[src/design/ctm_pkg.sv]
`default_nettype none
package ctm_pkg;
  // ------------------------------------------------------------
  // register map (byte addresses, 32-bit words)
  // ------------------------------------------------------------
  localparam logic [15:0] CTM_ADDR_TRIG_MODE   = 16'h0830;
  localparam logic [15:0] CTM_ADDR_SHUTTER     = 16'h081C;
  localparam logic [15:0] CTM_ADDR_FRAME_TIME  = 16'h0840;
  localparam logic [15:0] CTM_ADDR_SW_TRIG     = 16'h102C;
  localparam logic [15:0] CTM_ADDR_PIN_FIRST   = 16'h1100;
  localparam logic [15:0] CTM_ADDR_PIN_LAST    = 16'h1144;
  localparam logic [15:0] CTM_ADDR_STATUS      = 16'h0844;
  // ------------------------------------------------------------
  // trigger configuration fields (bit 0 = lsb)
  // ------------------------------------------------------------
  localparam int          CTM_TM_ENABLE_BIT    = 25;
  localparam int          CTM_TM_POLARITY_BIT  = 24;
  localparam int          CTM_TM_MODE_LSB      = 16;
  localparam int          CTM_TM_MODE_W        = 4;
  localparam int          CTM_TM_PARAM_LSB     = 0;
  localparam int          CTM_TM_PARAM_W       = 12;
  localparam logic [3:0]  CTM_MODE_EDGE        = 4'h0;
  localparam logic [3:0]  CTM_MODE_LEVEL       = 4'h1;
  localparam logic [3:0]  CTM_MODE_SKIP        = 4'h3;
  // ------------------------------------------------------------
  // pin configuration fields and resets
  // ------------------------------------------------------------
  localparam int          CTM_PIN_COUNT        = 18;
  localparam int          CTM_PIN_SEL_W        = 2;
  localparam int          CTM_PIN_TRIG_EN_BIT  = 0;
  localparam logic [31:0] CTM_TRIG_MODE_RST    = 32'h0000_0001;
  localparam logic [31:0] CTM_SHUTTER_RST      = 32'h0000_0064;
  localparam logic [31:0] CTM_FRAME_TIME_RST   = 32'h0000_03E8;
  localparam logic [31:0] CTM_PIN_RST          = 32'h0000_0000;
  localparam logic [31:0] CTM_RD_ZERO          = 32'h0000_0000;
  // ------------------------------------------------------------
  // timing: exposure and frame settings are counted in microseconds
  // ------------------------------------------------------------
  localparam int          CTM_CLK_HZ           = 10_000_000;
  localparam int          CTM_TICK_NS          = 1000;
  localparam int          CTM_TICK_CYC         = CTM_TICK_NS / (1_000_000_000 / CTM_CLK_HZ);
endpackage : ctm_pkg
`default_nettype wire

[src/design/ctm_pin_sync.sv]
`default_nettype none
module ctm_pin_sync
  import ctm_pkg::*;
#(
  parameter int W = 4
) (
  input  wire logic         i_sys_clk,
  input  wire logic         i_rstn,
  input  wire logic [W-1:0] i_async,
  output logic      [W-1:0] o_sync
);
  logic [W-1:0] meta_r;
  // ------------------------------------------------------------
  // two-stage synchroniser per bit
  // ------------------------------------------------------------
  genvar g;
  generate
    for (g = 0; g < W; g++) begin : g_bit
      always_ff @(posedge i_sys_clk or negedge i_rstn) begin
        if (!i_rstn) begin
          meta_r[g] <= 1'b1;
          o_sync[g] <= 1'b1;
        end else begin
          meta_r[g] <= i_async[g];
          o_sync[g] <= meta_r[g];
        end
      end
    end
  endgenerate
endmodule : ctm_pin_sync
`default_nettype wire

[src/design/ctm_trigger.sv]
// Chosen here: the plain strobed port and the register offsets.
`default_nettype none
module ctm_trigger
  import ctm_pkg::*;
#(
  parameter int NPIN = CTM_PIN_COUNT
) (
  input  wire logic        i_sys_clk,
  input  wire logic        i_rstn,
  input  wire logic [15:0] i_addr,
  input  wire logic [31:0] i_wdata,
  input  wire logic        i_wr,
  input  wire logic        i_rd,
  output logic      [31:0] o_rdata,
  input  wire logic [NPIN-1:0] i_gpio,
  output logic             o_expose,
  output logic             o_frame_start,
  output logic             o_frame_send
);
  // ------------------------------------------------------------
  // registers
  // ------------------------------------------------------------
  logic [31:0]       trig_mode_r;
  logic [31:0]       shutter_r;
  logic [31:0]       frame_time_r;
  logic [31:0]       pin_cfg_r [NPIN];
  logic [NPIN-1:0]   gpio_s;
  logic              trig_lvl_r;
  logic              sw_trig_r;
  logic [31:0]       exp_cnt_r;
  logic [31:0]       tick_cnt_r;
  logic [31:0]       frame_cnt_r;
  logic [11:0]       skip_cnt_r;
  logic              expose_nxt;
  logic              tick;
  logic              trig_lvl;
  logic              rise;
  logic              fall;
  logic              edge_hit;
  logic              exp_start;
  logic              frame_evt;
  logic [3:0]        mode;
  logic [11:0]       skip_n;
  logic              trig_en;
  logic              pol_rise;
  logic              pin_hit;
  logic [5:0]        pin_idx;

  typedef enum logic [1:0] {ST_IDLE, ST_TIMED, ST_BULB} ctm_state_type;
  ctm_state_type state_r;

  assign mode     = trig_mode_r[CTM_TM_MODE_LSB +: CTM_TM_MODE_W];
  assign skip_n   = trig_mode_r[CTM_TM_PARAM_LSB +: CTM_TM_PARAM_W];
  assign trig_en  = trig_mode_r[CTM_TM_ENABLE_BIT];
  assign pol_rise = trig_mode_r[CTM_TM_POLARITY_BIT];
  assign pin_hit  = (i_addr >= CTM_ADDR_PIN_FIRST) && (i_addr <= CTM_ADDR_PIN_LAST);
  assign pin_idx  = 6'((i_addr - CTM_ADDR_PIN_FIRST) >> 2);

  ctm_pin_sync #(.W(NPIN)) u_sync (
    .i_sys_clk (i_sys_clk),
    .i_rstn    (i_rstn),
    .i_async   (i_gpio),
    .o_sync    (gpio_s)
  );

  // ------------------------------------------------------------
  // trigger source: pins enabled for trigger, anded (idle high)
  // ------------------------------------------------------------
  always_comb begin
    trig_lvl = 1'b1;
    for (int k = 0; k < NPIN; k++) begin
      if (pin_cfg_r[k][CTM_PIN_TRIG_EN_BIT]) begin
        trig_lvl = trig_lvl & gpio_s[k];
      end
    end
  end

  always_ff @(posedge i_sys_clk or negedge i_rstn) begin
    if (!i_rstn) begin
      trig_lvl_r <= 1'b1;
    end else begin
      trig_lvl_r <= trig_lvl;
    end
  end

  assign fall     = trig_lvl_r & ~trig_lvl;
  assign rise     = ~trig_lvl_r & trig_lvl;
  // software trigger acts as an edge in edge mode only; bulb needs a real level
  assign edge_hit = (pol_rise ? rise : fall) | sw_trig_r;

  // ------------------------------------------------------------
  // register writes
  // ------------------------------------------------------------
  always_ff @(posedge i_sys_clk or negedge i_rstn) begin
    if (!i_rstn) begin
      trig_mode_r  <= CTM_TRIG_MODE_RST;
      shutter_r    <= CTM_SHUTTER_RST;
      frame_time_r <= CTM_FRAME_TIME_RST;
    end else if (i_wr) begin
      if (i_addr == CTM_ADDR_TRIG_MODE) begin
        trig_mode_r <= i_wdata;
      end
      if (i_addr == CTM_ADDR_SHUTTER) begin
        shutter_r <= i_wdata;
      end
      if (i_addr == CTM_ADDR_FRAME_TIME) begin
        frame_time_r <= i_wdata;
      end
    end
  end

  genvar g;
  generate
    for (g = 0; g < NPIN; g++) begin : g_pin
      always_ff @(posedge i_sys_clk or negedge i_rstn) begin
        if (!i_rstn) begin
          pin_cfg_r[g] <= CTM_PIN_RST;
        end else if (i_wr && pin_hit && pin_idx == 6'(g)) begin
          pin_cfg_r[g] <= i_wdata;
        end
      end
    end
  endgenerate

  // write of bit 31 fires one software trigger
  always_ff @(posedge i_sys_clk or negedge i_rstn) begin
    if (!i_rstn) begin
      sw_trig_r <= 1'b0;
    end else begin
      sw_trig_r <= i_wr && i_addr == CTM_ADDR_SW_TRIG && i_wdata[31];
    end
  end

  // ------------------------------------------------------------
  // microsecond tick and free-running frame clock
  // ------------------------------------------------------------
  assign tick = (tick_cnt_r == 32'(CTM_TICK_CYC - 1));

  always_ff @(posedge i_sys_clk or negedge i_rstn) begin
    if (!i_rstn) begin
      tick_cnt_r <= 32'h0000_0000;
    end else begin
      tick_cnt_r <= tick ? 32'h0000_0000 : tick_cnt_r + 32'h0000_0001;
    end
  end

  // current frame period, not the fastest one
  assign frame_evt = tick && (frame_cnt_r + 32'h0000_0001 >= frame_time_r);

  always_ff @(posedge i_sys_clk or negedge i_rstn) begin
    if (!i_rstn) begin
      frame_cnt_r <= 32'h0000_0000;
    end else if (tick) begin
      frame_cnt_r <= frame_evt ? 32'h0000_0000 : frame_cnt_r + 32'h0000_0001;
    end
  end

  // skip counter: one internal trigger every N frame periods
  always_ff @(posedge i_sys_clk or negedge i_rstn) begin
    if (!i_rstn) begin
      skip_cnt_r <= 12'h000;
    end else if (!(trig_en && mode == CTM_MODE_SKIP)) begin
      skip_cnt_r <= 12'h000;
    end else if (frame_evt) begin
      skip_cnt_r <= (skip_cnt_r + 12'h001 >= skip_n) ? 12'h000 : skip_cnt_r + 12'h001;
    end
  end

  // ------------------------------------------------------------
  // exposure start selection
  // ------------------------------------------------------------
  always_comb begin
    exp_start = 1'b0;
    if (!trig_en) begin
      exp_start = frame_evt;
    end else if (mode == CTM_MODE_EDGE) begin
      exp_start = edge_hit;
    end else if (mode == CTM_MODE_LEVEL) begin
      exp_start = fall;
    end else if (mode == CTM_MODE_SKIP) begin
      exp_start = frame_evt && skip_cnt_r == 12'h000;
    end
  end

  // ------------------------------------------------------------
  // exposure state machine
  // ------------------------------------------------------------
  always_ff @(posedge i_sys_clk or negedge i_rstn) begin
    if (!i_rstn) begin
      state_r   <= ST_IDLE;
      exp_cnt_r <= 32'h0000_0000;
    end else begin
      unique case (state_r)
        ST_IDLE: begin
          if (exp_start) begin
            if (trig_en && mode == CTM_MODE_LEVEL) begin
              state_r <= ST_BULB;
            end else begin
              state_r   <= ST_TIMED;
              // counted in clocks so the length does not depend on the tick phase
              exp_cnt_r <= 32'(shutter_r * CTM_TICK_CYC);
            end
          end
        end
        ST_TIMED: begin
          // shutter of zero still yields a one-clock exposure
          if (exp_cnt_r <= 32'h0000_0001) begin
            state_r <= ST_IDLE;
          end else begin
            exp_cnt_r <= exp_cnt_r - 32'h0000_0001;
          end
        end
        ST_BULB: begin
          if (rise) state_r <= ST_IDLE;
        end
      endcase
    end
  end

  // ------------------------------------------------------------
  // exposure level one clock ahead, so it rises with frame start
  // ------------------------------------------------------------
  always_comb begin
    expose_nxt = 1'b0;
    unique case (state_r)
      ST_IDLE: begin
        expose_nxt = exp_start;
      end
      ST_TIMED: begin
        expose_nxt = (exp_cnt_r > 32'h0000_0001);
      end
      ST_BULB: begin
        expose_nxt = !rise;
      end
      default: begin
        expose_nxt = 1'b0;
      end
    endcase
  end

  // ------------------------------------------------------------
  // outputs, all registered
  // ------------------------------------------------------------
  always_ff @(posedge i_sys_clk or negedge i_rstn) begin
    if (!i_rstn) begin
      o_expose      <= 1'b0;
      o_frame_start <= 1'b0;
      o_frame_send  <= 1'b0;
    end else begin
      o_expose      <= expose_nxt;
      o_frame_start <= exp_start && state_r == ST_IDLE;
      o_frame_send  <= exp_start && state_r == ST_IDLE;
    end
  end

  always_ff @(posedge i_sys_clk or negedge i_rstn) begin
    if (!i_rstn) begin
      o_rdata <= CTM_RD_ZERO;
    end else if (i_rd) begin
      if (i_addr == CTM_ADDR_TRIG_MODE) begin
        o_rdata <= trig_mode_r;
      end else if (i_addr == CTM_ADDR_SHUTTER) begin
        o_rdata <= shutter_r;
      end else if (i_addr == CTM_ADDR_FRAME_TIME) begin
        o_rdata <= frame_time_r;
      end else if (i_addr == CTM_ADDR_STATUS) begin
        o_rdata <= {29'h0, trig_lvl_r, state_r};
      end else if (pin_hit && pin_idx < 6'(NPIN)) begin
        // pin words past the last existing pin read as zero
        o_rdata <= pin_cfg_r[pin_idx[4:0]];
      end else begin
        o_rdata <= CTM_RD_ZERO;
      end
    end else begin
      o_rdata <= CTM_RD_ZERO;
    end
  end
endmodule : ctm_trigger
`default_nettype wire

[config.mk]
export PLATFORM = sky130hd
export DESIGN_NAME = ctm_trigger
export DESIGN_NICKNAME = d
export VERILOG_FILES = /design/src/design/ctm_pkg.sv /design/src/design/ctm_pin_sync.sv /design/src/design/ctm_trigger.sv
export SDC_FILE = /design/constraint.sdc
export NUM_CORES = 2
export LEC_CHECK = 0
export BUFFER_PORTS_ARGS = -buffer_cell sky130_fd_sc_hd__buf_2
export CAP_MARGIN = 0
export CORE_ASPECT_RATIO = 1.4
export CORE_MARGIN = 1.5
export CORE_UTILIZATION = 63
export DETAILED_ROUTE_END_ITERATION = 8
export PLACE_DENSITY = 0.8
export SKIP_CTS_REPAIR_TIMING = 1
export SLEW_MARGIN = 0
export SYNTH_ARGS = -nofsm -noshare
export SYNTH_HDL_FRONTEND = slang
export SYNTH_HIERARCHICAL = 1
export SYNTH_SLANG_ARGS = --single-unit
[constraint.sdc]
create_clock -name i_sys_clk -period 6 [get_ports i_sys_clk]
set_input_delay 0.9 -clock i_sys_clk [delete_from_list [all_inputs] [get_ports i_sys_clk]]
set_output_delay 0.9 -clock i_sys_clk [all_outputs]
set_load 0.02 [all_outputs]
==> reports/qor.csv <==
metric;value;unit
Vias;27200;
Final Setup Violations;0;
DIE AREA;0.0675;mm^2
Avg Cell Area, Syn;13.2;um^2
Site Rows;111;
gr ovfl total;0;
setup tns final;0;ps
met3 WL post-DR;5.94;mm
Synth area leaders;dfrtp_1 (49%), mux2_2 (18%), mux4_2 (8.7%);
H-tree depth;3;
Setup WS pre-CTS;443;ps
top layer in use;met5;
Max Fanout on Critical Path;15;
Root Driver;clkbuf_16;
cts bufs inserted;83;
Max-Cap Viols;0;
CTS tree;done;
most frequent cells in the layout;dfrtp_1 (807), mux2_2 (666), mux4_2 (160), nand2_1 (147), o21ai_0 (125);
Clk Latency, worst-skew pair;640;ps
final net count;3346;
crit path launch type;flip-flop;
Longest Clk Path Bufs;3;
largest net degree at the start of global routing;187;
core area;0.0654;mm^2
Ys Warns;6;
EDFF count, synth;0;
Yosys reg bits;854;
unique cell type count in the Yosys netlist;75;
synthesized area;0.0415;mm^2
routed vias/inst;6.67;
Net Switching;3.15;mW
Initial Utilization;0.635;
post-route total power;12.5;mW
Die W;220;um
worst path cell trace;ha_1 > nand2_1 > nor4_2 > and4_1 > nand2_1 > nor2_1 > and3_1 > xor2_1 > ha_1 > and4_1 > a221oi_1 > a21oi_1 > a31oi_1 > buf_4 > o21a_1 > o21ai_1 > nand4_1 > o311ai_0;
DR DRC count;0;
Top Ports;105;
area delta synth->final;9.66;%
first-pass GRT wire length;166;mm
DIE HEIGHT;307;um
Synth top area share;0.486;
Period minus WS final;5440;ps
commonest non-fill, non-tap cell in the layout;dfrtp_1;
share of layout cells above drive strength 1;0.371;
DR iter-0 viols;2259;
Mapped Cells;3159;
1st-pass router iterations;6;
WP data required;6480;ps
routed wire length per instance;26.1;um
setup ws final;558;ps
leakage;22.2;nW
Pint;9.31;mW
Crit-path slowest cell;nor4_2;
Reg power frac;0.480;
Clock Skew;19.9;ps
Period Utilization, post-route;0.907;
total track usage;0.325;
initial antenna violation count;5;
outcome;completed;
max-slew violation count;0;
Post-Route WL;107;mm
cell taking the most area after synthesis;dfrtp_1;
Cell Pwr Density;273;mW/mm^2
Worst-path clk slew;70;ps
VDD IR max;0.000335;V
Hold Fails Final Rpt;0;
max incr delay on CP;480;ps
Comb power frac;0.093;
hold slack;263;ps
FFs w/ async S/R, synth;1.00;
register area share after synthesis;0.516;
Port Buffers;104;
antenna-violating nets left;0;
Placer Congestion;0.981;
hold crit path type;input port to async pin;
clock share of power;0.427;
vias in the first global route;29100;
CTS sink cnt;854;
switching portion of total power;0.253;
WS Path Type;flip-flop to flip-flop;
relative slew slack;0.222;
Slew @ Worst Pin;1160;ps
crit end category;flip-flop;
setup repair after global routing missed its margin;no;
f_max;184;MHz
critical path data arrival time;5920;ps
DR WL met2;54.4;mm
Primary FF master, synth;dfrtp_1;
M1 wire length;40.2;mm
post-DP HPWL;68.9;mm
net count after synthesis;3340;
## synthesized netlist by cell type, drive strengths merged (5+ instances only)
master	instances
nand2b	37
o31ai	11
nor4	24
nor3	31
o211ai	32
nor2b	11
a22o	8
o21a	11
or2	6
nor3b	7
a211oi	5
and4	8
and2	12
nand2	158
a22oi	39
buf	74
o21ai	127
a31oi	18
mux2	672
xor2	36
a21o	23
a221oi	41
xnor2	61
dfstp	47
dfrtp	807
and3	26
nand3	50
or3	14
mux4	160
nor2	85
nand4	23
o21bai	6
a21oi	82
inv	77
o22ai	13
clkbuf	163
ha	110
## critical path, delay by kind of cell (launching register included)
kind	cells	cell delay [ps]
buf+inv	1	240
simple gates	8	2110
xor+xnor	1	160
compound gates	6	1760
fa+ha+maj	2	580
flops	1	430
## final cells by class
class	instances	area, um^2
clock buffers	123	2440
inverters	77	289
fillers	4360	19900
well taps	847	1060
diodes	1	2.50
repair buffers	158	1040
clock inverters	25	317
flip-flops and latches	854	21400
multi-input cells	1991	19000
## logic make-up (layout without fill, tap and decap cells)
kind of cell / after synthesis / after routing / synth area share
AOI/OAI and AO/OA: 443 / 443 / 0.0688
xor gates and xnor gates: 97 / 97 / 0.0204
adders and majority gates: 111 / 111 / 0.0336
buffers and inverters: 314 / 383 / 0.0298
DFF: 854 / 854 / 0.516
muxes: 833 / 833 / 0.269
other: 0 / 1 / 0
and+or+nand+nor: 507 / 507 / 0.0623
## per-layer routing
| metal | vias up | track usage |
|---|---|---|
| met4 | 8 | 0.178 |
| met5 | - | 0 |
| met1 | 14300 | 0.400 |
| met3 | 310 | 0.0431 |
| li1 | 11600 | - |
| met2 | 975 | 0.553 |
## state kept, by name (all words and copies together) (netlist names), 32 cells and up
register / count
o_rdata: 32
trig_mode_r: 32
frame_cnt_r: 32
frame_time_r: 32
tick_cnt_r: 32
shutter_r: 32
exp_cnt_r: 32
pin_cfg_r: 576
## metrics by stage
step                instance area (um^2)  instances  utilization
detailed placement                 42800       3927        0.654
finish                             45600       4076        0.696
global placement                   42800       3927        0.654
floorplan                          41500       3159            -
global route                       45600       4075        0.696
CTS                                45500       4075        0.696
## path summary, 6_finish.rpt
| path | cells past startpoint | endpoint | slack [ps] | start |
|---|---|---|---|---|
| max in group asynchronous | 2 | frame_time_r[14] | 4200 | i_rstn |
| setup reg to reg | 18 | exp_cnt_r[31] | 560 | frame_cnt_r[0] |
| hold reg to reg | 0 | u_sync/o_sync[8] | 360 | u_sync/meta_r[8] |
| hold / removal | 1 | skip_cnt_r[0] | 260 | i_rstn |
| setup / recovery | 18 | exp_cnt_r[31] | 560 | frame_cnt_r[0] |
| min in group i_sys_clk | 1 | u_sync/meta_r[13] | 350 | i_gpio[13] |
## power groups by stage
stage	clock network [mW]	logic (mW)	registers [mW]
after CTS	5.40	1.14	5.97
after detailed placement	0	1.14	6.07
final	5.31	1.16	5.97
after global routing	5.61	1.28	5.98
after global placement	0	1.09	6.07
after floorplan	0	0.756	6.05
Power figures use the tool's default switching activity.
